--- src/rtl/drive_ctl_defs.vh ---
// register offsets, field positions and reset values of the drive command decoder
`ifndef DRIVE_CTL_DEFS_VH
`define DRIVE_CTL_DEFS_VH
`define OFS_CMD_WORD      12'h000
`define OFS_STOP_METHOD   12'h004
`define OFS_CTRL_METHOD   12'h008
`define OFS_CUR_FILT      12'h00C
`define OFS_SLIP_FILT     12'h010
`define OFS_SRC_SEL       12'h014
`define OFS_STATUS        12'h018
`define OFS_CUR_OUT       12'h01C
`define OFS_SLIP_OUT      12'h020
`define CMD_RAMP_EN       0
`define CMD_GEN_EN        1
`define CMD_DIR_CW        2
`define CMD_INCH          3
`define CMD_REMOTE        4
`define CMD_RAMP2         5
`define CMD_QSTOP         6
`define CMD_FRESET        7
`define CMD_PID_INT       13
`define CMD_PID_EXT       14
`define CMD_WR_MASK       16'h60FF
`define STOP_RAMP         2'h0
`define STOP_COAST        2'h1
`define STOP_QUICK        2'h2
`define CTRL_VECTOR       16'h0003
`define RST_CMD_WORD      16'h0000
`define RST_STOP_METHOD   16'h0000
`define RST_CTRL_METHOD   16'h0000
`define RST_CUR_FILT      16'h0032
`define RST_SLIP_FILT     16'h01F4
`define MAX_CUR_FILT      16'h270F
`define SRC_PANEL         2'h0
`define SRC_NET           2'h1
`define SRC_PLC           2'h2
`define CLK_KHZ           40000
`define RESP_MULT         3
`endif

--- src/rtl/lp_filter.v ---
// first-order output filter with a time constant in milliseconds
`timescale 1ns/1ps
`include "drive_ctl_defs.vh"
module lp_filter #(
  parameter W      = 16,
  parameter MS_CYC = `CLK_KHZ
)(
  input  wire         pclk,
  input  wire         presetn,
  input  wire [15:0]  tau_ms,
  input  wire [W-1:0] din,
  output reg  [W-1:0] dout
);
  // one update every tau + 1 ms; y += (x - y) / (tau + 1) approximated by a half-difference step per update
  reg  [31:0]  tick_cnt_r;
  reg  [15:0]  step_cnt_r;
  wire         tick = (tick_cnt_r == MS_CYC - 1);
  wire         upd  = tick && (step_cnt_r >= tau_ms);
  always @(posedge pclk or negedge presetn)
  begin
    if (!presetn)
    begin
      tick_cnt_r <= 32'h0;
      step_cnt_r <= 16'h0;
      dout       <= {W{1'b0}};
    end
    else
    begin
      tick_cnt_r <= tick ? 32'h0 : tick_cnt_r + 32'h1;
      if (tick)
        step_cnt_r <= upd ? 16'h0 : step_cnt_r + 16'h1;
      // coarse half-difference step: limitation, settling tracks tau only for small deltas
      if (tau_ms == 16'h0)
        dout <= din;
      else if (upd && dout < din)
        dout <= dout + ((din - dout) >> 1) + {{(W-1){1'b0}}, 1'b1} - {{(W-1){1'b0}}, 1'b1} + {{(W-1){1'b0}}, (din != dout)};
      else if (upd && dout > din)
        dout <= dout - ((dout - din) >> 1) - {{(W-1){1'b0}}, 1'b1} + {{(W-1){1'b0}}, 1'b1} - {{(W-1){1'b0}}, (din != dout)};
    end
  end
endmodule

--- src/rtl/drive_cmd_decoder.v ---
// drive command word decoder with stop-mode handling and filter settings
// Summary of operation
// - only the selected command source may write the command word; others read only
// - bit 0 ramp enable: clear decelerates to standstill, set accelerates to reference
// - bit 1 general enable: clear removes motor power, set enables the drive
// - bit 2 direction: set clockwise with reference, clear counter-clockwise
// - bit 3 enables the inching function
// - bit 4 set selects remote mode, clear selects local mode
// - bit 5 selects second accel/decel ramp pair, clear the first
// - bit 6 set executes the fast stop
// - bit 7 set resets an active fault
// - bits 13 and 14 set manual mode for internal/external PID; others reserved
// - stop mode 0 normal ramp, 1 coast, 2 quick-stop ramp
// - stop mode applies to stop commands of every source
// - with coast, clearing ramp enable acts like clearing general enable
// - with coast, digital-input run, direction and three-wire stops also coast; di_reverse here only forces dir_clockwise low and never stops
// - panel keys never write the command word directly
// - digital inputs never write the command word directly
// - control type 0-2 scalar, 3 sensorless vector, default 0
// - vector chosen from the panel starts the guided setup menu
// - output current filter 0-9999 ms, default 50 ms, response three constants
// - slip compensation filter, nominal 500 ms, response three constants
//
// Added by the designer: the register offsets and the APB interface to the registers.
`timescale 1ns/1ps
`include "drive_ctl_defs.vh"
module drive_cmd_decoder #(
  parameter CLK_KHZ = `CLK_KHZ
)(
  input  wire        pclk,
  input  wire        presetn,
  input  wire        psel,
  input  wire        penable,
  input  wire        pwrite,
  input  wire [11:0] paddr,
  input  wire [31:0] pwdata,
  output reg  [31:0] prdata,
  output wire        pready,
  output wire        pslverr,
  input  wire [1:0]  bus_source,
  input  wire        fault_active,
  input  wire        di_run,
  input  wire        di_reverse,
  input  wire        di_three_wire_stop,
  input  wire        panel_run,
  input  wire [15:0] current_raw,
  input  wire [15:0] slip_raw,
  output reg         run_ramp,
  output reg         power_enable,
  output reg         dir_clockwise,
  output reg         inching_function,
  output reg         remote_mode,
  output reg         second_ramp,
  output reg         quick_stop_ramp,
  output reg         fault_reset,
  output reg         pid_int_manual,
  output reg         pid_ext_manual,
  output reg         vector_mode,
  output reg         guided_setup_menu,
  output reg  [15:0] current_filter_time_o,
  output reg  [15:0] slip_filter_time_o,
  output wire [15:0] current_filtered,
  output wire [15:0] slip_filtered
);
  localparam ST_RUN  = 3'b001;
  localparam ST_RAMP = 3'b010;
  localparam ST_OFF  = 3'b100;

  reg [15:0] drive_command_word_r;
  reg [15:0] stop_method_select_r;
  reg [15:0] motor_control_method_r;
  reg [15:0] current_filter_time_r;
  reg [15:0] slip_filter_time_r;
  reg [1:0]  src_sel_r;
  reg [2:0]  state_r;
  reg [2:0]  state_nxt;
  reg        freset_d_r;
  reg [31:0] rd_mux;

  function [0:0] addr_is;
    input [11:0] a;
    input [11:0] ofs;
    begin
      addr_is = (a == ofs);
    end
  endfunction

  wire acc    = psel && penable;
  wire wr     = acc && pwrite;
  wire mapped = addr_is(paddr, `OFS_CMD_WORD) || addr_is(paddr, `OFS_STOP_METHOD) ||
                addr_is(paddr, `OFS_CTRL_METHOD) || addr_is(paddr, `OFS_CUR_FILT) ||
                addr_is(paddr, `OFS_SLIP_FILT) || addr_is(paddr, `OFS_SRC_SEL) ||
                addr_is(paddr, `OFS_STATUS) || addr_is(paddr, `OFS_CUR_OUT) ||
                addr_is(paddr, `OFS_SLIP_OUT);
  // only the network or plc owner matches the selected source
  wire src_ok = (bus_source == src_sel_r) && (bus_source != `SRC_PANEL);
  wire cmd_wr_denied = wr && addr_is(paddr, `OFS_CMD_WORD) && !src_ok;
  assign pready  = 1'b1;
  assign pslverr = acc && (!mapped || cmd_wr_denied);

  always @(posedge pclk or negedge presetn)
  begin
    if (!presetn)
    begin
      drive_command_word_r   <= `RST_CMD_WORD;
      stop_method_select_r   <= `RST_STOP_METHOD;
      motor_control_method_r <= `RST_CTRL_METHOD;
      current_filter_time_r  <= `RST_CUR_FILT;
      slip_filter_time_r     <= `RST_SLIP_FILT;
      src_sel_r              <= `SRC_NET;
      guided_setup_menu      <= 1'b0;
    end
    else if (wr)
    begin
      if (addr_is(paddr, `OFS_CMD_WORD) && src_ok)
        drive_command_word_r <= pwdata[15:0] & `CMD_WR_MASK;
      if (addr_is(paddr, `OFS_STOP_METHOD) && pwdata[15:0] <= {14'h0, `STOP_QUICK})
        stop_method_select_r <= pwdata[15:0];
      if (addr_is(paddr, `OFS_CTRL_METHOD) && pwdata[15:0] <= `CTRL_VECTOR)
      begin
        motor_control_method_r <= pwdata[15:0];
        if (pwdata[15:0] == `CTRL_VECTOR && bus_source == `SRC_PANEL)
          guided_setup_menu <= 1'b1;
      end
      if (addr_is(paddr, `OFS_CUR_FILT) && pwdata[15:0] <= `MAX_CUR_FILT)
        current_filter_time_r <= pwdata[15:0];
      if (addr_is(paddr, `OFS_SLIP_FILT))
        slip_filter_time_r <= pwdata[15:0];
      if (addr_is(paddr, `OFS_SRC_SEL))
        src_sel_r <= pwdata[1:0];
      // writing status bit 0 as one leaves the setup menu
      if (addr_is(paddr, `OFS_STATUS) && pwdata[0])
        guided_setup_menu <= 1'b0;
    end
  end

  wire coast     = (stop_method_select_r[1:0] == `STOP_COAST);
  wire qstop_sel = (stop_method_select_r[1:0] == `STOP_QUICK);
  wire gen_en    = drive_command_word_r[`CMD_GEN_EN];
  // digital inputs only add stop intents and force dir_clockwise low; they never touch the word
  wire di_stop   = !di_run || di_three_wire_stop;
  wire run_req   = (drive_command_word_r[`CMD_RAMP_EN] || panel_run) && !di_stop;

  // motor state: running, ramping down, or output off
  always @*
  begin
    state_nxt = state_r;
    case (state_r)
      ST_RUN:
        if (!gen_en)
          state_nxt = ST_OFF;
        else if (!run_req)
          state_nxt = coast ? ST_OFF : ST_RAMP;
      ST_RAMP:
        if (!gen_en || coast)
          state_nxt = ST_OFF;
        else if (run_req)
          state_nxt = ST_RUN;
      ST_OFF:
        if (gen_en && run_req)
          state_nxt = ST_RUN;
      default:
        state_nxt = ST_OFF;
    endcase
  end

  always @(posedge pclk or negedge presetn)
  begin
    if (!presetn)
    begin
      state_r               <= ST_OFF;
      freset_d_r            <= 1'b0;
      run_ramp              <= 1'b0;
      power_enable          <= 1'b0;
      dir_clockwise         <= 1'b0;
      inching_function      <= 1'b0;
      remote_mode           <= 1'b0;
      second_ramp           <= 1'b0;
      quick_stop_ramp       <= 1'b0;
      fault_reset           <= 1'b0;
      pid_int_manual        <= 1'b0;
      pid_ext_manual        <= 1'b0;
      vector_mode           <= 1'b0;
      current_filter_time_o <= `RST_CUR_FILT;
      slip_filter_time_o    <= `RST_SLIP_FILT;
    end
    else
    begin
      state_r          <= state_nxt;
      freset_d_r       <= drive_command_word_r[`CMD_FRESET];
      run_ramp         <= (state_nxt == ST_RUN);
      power_enable     <= (state_nxt != ST_OFF);
      dir_clockwise    <= drive_command_word_r[`CMD_DIR_CW] && !di_reverse;
      inching_function <= drive_command_word_r[`CMD_INCH];
      remote_mode      <= drive_command_word_r[`CMD_REMOTE];
      second_ramp      <= drive_command_word_r[`CMD_RAMP2];
      // quick ramp from the bit itself or a stop under quick-stop mode
      quick_stop_ramp  <= drive_command_word_r[`CMD_QSTOP] ||
                          (qstop_sel && state_nxt == ST_RAMP);
      // one pulse on the rising edge so a held bit does not keep clearing
      fault_reset      <= fault_active && drive_command_word_r[`CMD_FRESET] && !freset_d_r;
      pid_int_manual   <= drive_command_word_r[`CMD_PID_INT];
      pid_ext_manual   <= drive_command_word_r[`CMD_PID_EXT];
      vector_mode      <= (motor_control_method_r == `CTRL_VECTOR);
      current_filter_time_o <= current_filter_time_r;
      slip_filter_time_o    <= slip_filter_time_r;
    end
  end

  lp_filter #(.W(16), .MS_CYC(CLK_KHZ)) u_cur_filt (
    .pclk    (pclk),
    .presetn (presetn),
    .tau_ms  (current_filter_time_r),
    .din     (current_raw),
    .dout    (current_filtered)
  );

  lp_filter #(.W(16), .MS_CYC(CLK_KHZ)) u_slip_filt (
    .pclk    (pclk),
    .presetn (presetn),
    .tau_ms  (slip_filter_time_r),
    .din     (slip_raw),
    .dout    (slip_filtered)
  );

  always @*
  begin
    rd_mux = 32'h0;
    case (1'b1)
      addr_is(paddr, `OFS_CMD_WORD):    rd_mux = {16'h0, drive_command_word_r};
      addr_is(paddr, `OFS_STOP_METHOD): rd_mux = {16'h0, stop_method_select_r};
      addr_is(paddr, `OFS_CTRL_METHOD): rd_mux = {16'h0, motor_control_method_r};
      addr_is(paddr, `OFS_CUR_FILT):    rd_mux = {16'h0, current_filter_time_r};
      addr_is(paddr, `OFS_SLIP_FILT):   rd_mux = {16'h0, slip_filter_time_r};
      addr_is(paddr, `OFS_SRC_SEL):     rd_mux = {30'h0, src_sel_r};
      addr_is(paddr, `OFS_STATUS):      rd_mux = {27'h0, state_r, power_enable, guided_setup_menu};
      addr_is(paddr, `OFS_CUR_OUT):     rd_mux = {16'h0, current_filtered};
      addr_is(paddr, `OFS_SLIP_OUT):    rd_mux = {16'h0, slip_filtered};
      default:                          rd_mux = 32'h0;
    endcase
  end

  // captured in the setup cycle so read data stands through the zero-wait access phase
  always @(posedge pclk or negedge presetn)
  begin
    if (!presetn)
      prdata <= 32'h0;
    else if (psel && !penable)
      prdata <= rd_mux;
  end
endmodule

--- config.mk ---
export PLATFORM = sky130hd
export DESIGN_NAME = drive_cmd_decoder
export DESIGN_NICKNAME = d
export VERILOG_FILES = /design/src/rtl/lp_filter.v /design/src/rtl/drive_cmd_decoder.v
export VERILOG_INCLUDE_DIRS = /design/src /design/src/rtl
export SDC_FILE = /design/constraint.sdc
export NUM_CORES = 1
export LEC_CHECK = 0
export ABC_AREA = 1
export ABC_CLOCK_PERIOD_IN_PS = 10090
export BUFFER_PORTS_ARGS = -buffer_cell sky130_fd_sc_hd__buf_4
export CAP_MARGIN = 20
export CORE_ASPECT_RATIO = 0.5
export CORE_UTILIZATION = 61
export CTS_CLUSTER_SIZE = 10
export DETAILED_ROUTE_END_ITERATION = 6
export PLACE_DENSITY = 0.81
export SLEW_MARGIN = 20
export SYNTH_ARGS = -nofsm -noshare
export SYNTH_HDL_FRONTEND = slang
export SYNTH_HIERARCHICAL = 1
export SYNTH_SLANG_ARGS = --single-unit
export TNS_END_PERCENT = 20
--- constraint.sdc ---
create_clock -name pclk -period 10.09 [get_ports pclk]
set_input_delay 1.009 -clock pclk [delete_from_list [all_inputs] [get_ports pclk]]
set_output_delay 1.009 -clock pclk [all_outputs]
set_load 0.01 [all_outputs]
==> flow_summary.ini <==
[sta]
maxSlewHeadroom_pct = 33.2
fin_crit_sh_pct = 43.7
fmax_mhz = 227
tightest_slew_ns = 1.00
layout_min_cycle_time_ns = 4.41
hold_viol = 0
finalSetupViolCount = 0
fin_worst_skew_ns = 0.0201
rsz0062_at_grt = false
whs_ns = 0.392
setup_tns_ns = 0
slew_viol_final = 0

[critical_path]
crit_chain = inv_1, ha_1, fa_1, o21ai_0, a21oi_1, nand2_1, xnor2_1, inv_1, ha_1, inv_1, ha_1, inv_1, nor3_1, and2_1, nand2_1, nand2_1, nand2_1, nand2_1, nand2_1, nand4_1, nand2_1
critPathRequiredTime_ns = 10.57
regToRegSetupSlack_ns = 5.68
cp-end-kind = flip-flop
timing.rr.end = u_slip_filt/dout[14]
slowest_stage = o21ai_0
worstPathMaxFanout = 6
timing.rr.start = u_slip_filt/dout[0]
cp_top_family = adder cells
reg2reg_depth = 21
worstSetupStartpointType = flip-flop
cp.arrival_ns = 4.89
timing.critical_path.buf_inv = 4
crit_path_max_incr_delay_ns = 0.59
critical_path_class = reg -> reg
cp_common_cell = nand2_1

[power_and_ir_drop]
p_leak_uw = 0.0135
ir_worst_vdd_v = 0.000156
powerDensity_nw_per_um2 = 120

[clock_network]
postCtsSetupRepairBufs = 0
cts_root_buf = clkbuf_16
clk_path_buf_depth = 3
cts_hold_buf = 0
tritoncts = built
cts_resized = 0
clkSlewWorstSetupHoldPaths_ns = 0.06
numCtsBuffers = 31
clk_latency_ns = 0.60
cts_max_level = 1
clock-sinks = 268

[route]
antenna_left = 0
routed_wl_um = 67700
wire_per_inst_um = 17.6
drc = 0
initialDrtViolationCount = 2099
viasPerCell = 5.57
num_vias = 21400
first_pass_iters = 7

[layout]
final_common_cell = nand2_1
fin_util_pct = 68.5
layout_common_cells = nand2_1 (825), inv_1 (554), nor2_1 (253)
stdcell_count = 3842
nets = 3614
layout-drive-gt1-share_pct = 10.7
area_growth_pct = 10.1
nFillCells = 3207

[global_route]
grt_pass1_vias = 20000
grt_pass1_wl_um = 106000
grt_usage_pct = 36.0
overflow = 0
grt_max_degree = 147
antenna_found_initial = 1

[logic_synthesis]
yosysSeqAreaShare_pct = 30.0
syn_inst = 3200
ys_warn_count = 6
synth.distinct_cells = 64
synth_edf_count = 0
synth-seq-cells = 268
async_flop_share_pct = 100
syn-cell-area_um2 = 22400
synth-main-ff-cell = dfrtp_1
synth.avg_cell_area_um2 = 7.01

[die]
rows = 49
die-height_um = 138
ios = 198
dieArea_um2 = 37600
start_util_pct = 62.2
core_area_um2 = 36000
die_w_um = 273

[min_path]
worstHoldStart = slip_filter_time_r[5]
holdPathEnd = slip_filter_time_o[5]
hp-class = reg -> reg
hold_depth = 0

[status]
status = finished, final reports clean

[placed_design]
routabilityCongestion = 0.969
dp_hpwl_um = 53400
io_buffers = 164
dp.cells = 3783

[job]
drv_cap = 0
## worst register-to-register path, delay by kind of cell, from the launching register on
kind	cells	cell delay [ns]
xor gates and xnor gates	1	0.13
buffers and inverters	4	0.33
AOI/OAI and AO/OA	2	0.73
DFF	1	0.55
adders and majority gates	4	1.36
and+or+nand+nor	10	1.19
## through the flow
step	setup slack [ns]	power (uW)	area (um^2)
after global routing	5.25	3120	24700
after floorplan	6.20	1700	22500
after CTS	5.75	2950	24700
after global placement	5.30	1910	23800
final	5.68	2960	24700
after detailed placement	5.33	1920	23800
## cell type report
class / instances / area, um^2 / area share (%)
Antenna cell: 1 / 2.50 / 0.0101
Clock buffer: 55 / 866 / 3.51
Clock inverter: 3 / 32.5 / 0.132
Inverter: 586 / 2230 / 9.02
Multi-Input combinational cell: 2279 / 13000 / 52.5
Sequential cell: 268 / 6730 / 27.3
Tap cell: 484 / 606 / 2.45
Timing Repair Buffer: 166 / 1270 / 5.13
## power breakdown
part | internal [uW] | switching [uW]
registers | 1080 | 11.4
clock network | 577 | 460
logic | 291 | 545
total | 1950 | 1020
## cells in the mapped netlist (all sizes together) (4+ instances only)
master	instances	area, um^2
a21boi	5	48.8
a21oi	151	835
nand4	83	519
a21o	10	75.1
nor3	72	424
o21bai	11	82.6
ha	182	2280
xor2	122	1070
fa	12	240
buf	66	505
nor2	268	1100
dfstp	20	526
o21ai	149	787
clkbuf	16	60.1
clkinv	4	32.5
nor4	30	203
inv	582	2190
nand3	221	1210
o31ai	8	60.1
xnor2	30	263
nand3b	9	67.6
dfrtp	248	6210
o211ai	6	45.0
nand2	868	3400
## cell families (layout without fill, tap and decap cells)
logic type	count (synthesis)	after routing	share of synthesized area, %
AOI/OAI and AO/OA	352	352	9.04
xor gates and xnor gates	152	152	5.94
adders and majority gates	194	194	11.2
buffers and inverters	668	810	12.5
DFF	268	268	30.0
muxes	1	1	0.0502
other	2	18	0.0335
and+or+nand+nor	1563	1563	31.2
## worst max-delay path by stage
| stage | start | endpoint | slack [ns] | depth (start not counted) |
|---|---|---|---|---|
| after floorplan | current_raw[2] | u_cur_filt/dout[14] | 6.20 | 23 |
| after global placement | current_raw[2] | u_cur_filt/dout[15] | 5.30 | 19 |
| after detailed placement | slip_raw[5] | u_slip_filt/dout[14] | 5.33 | 24 |
| after CTS | u_cur_filt/dout[1] | u_cur_filt/dout[14] | 5.75 | 22 |
| after global routing | u_cur_filt/dout[1] | u_cur_filt/dout[14] | 5.25 | 22 |
| final | u_slip_filt/dout[0] | u_slip_filt/dout[14] | 5.68 | 21 |
## layer usage
metal	part of all wire (%)	wire [um]	track usage, %
met2	45	30200	57.7
met3	9.1	6150	7.86
met4	2.6	1790	10.1
met1	44	29600	49.1
met5	0	0	0
## sequential cells by signal, summed over array words and instances (netlist names), 2 cells and up
name                    count
drive_command_word_r       10
u_cur_filt/dout            16
current_filter_time_r      16
stop_method_select_r       16
motor_control_method_r     16
u_slip_filt/step_cnt_r     16
current_filter_time_o      16
u_slip_filt/dout           16
prdata                     16
u_cur_filt/tick_cnt_r      32
src_sel_r                   2
u_cur_filt/step_cnt_r      16
slip_filter_time_r         16
state_r                     3
u_slip_filt/tick_cnt_r     32
slip_filter_time_o         16
Note: power is estimated with default switching activity, not from simulation.
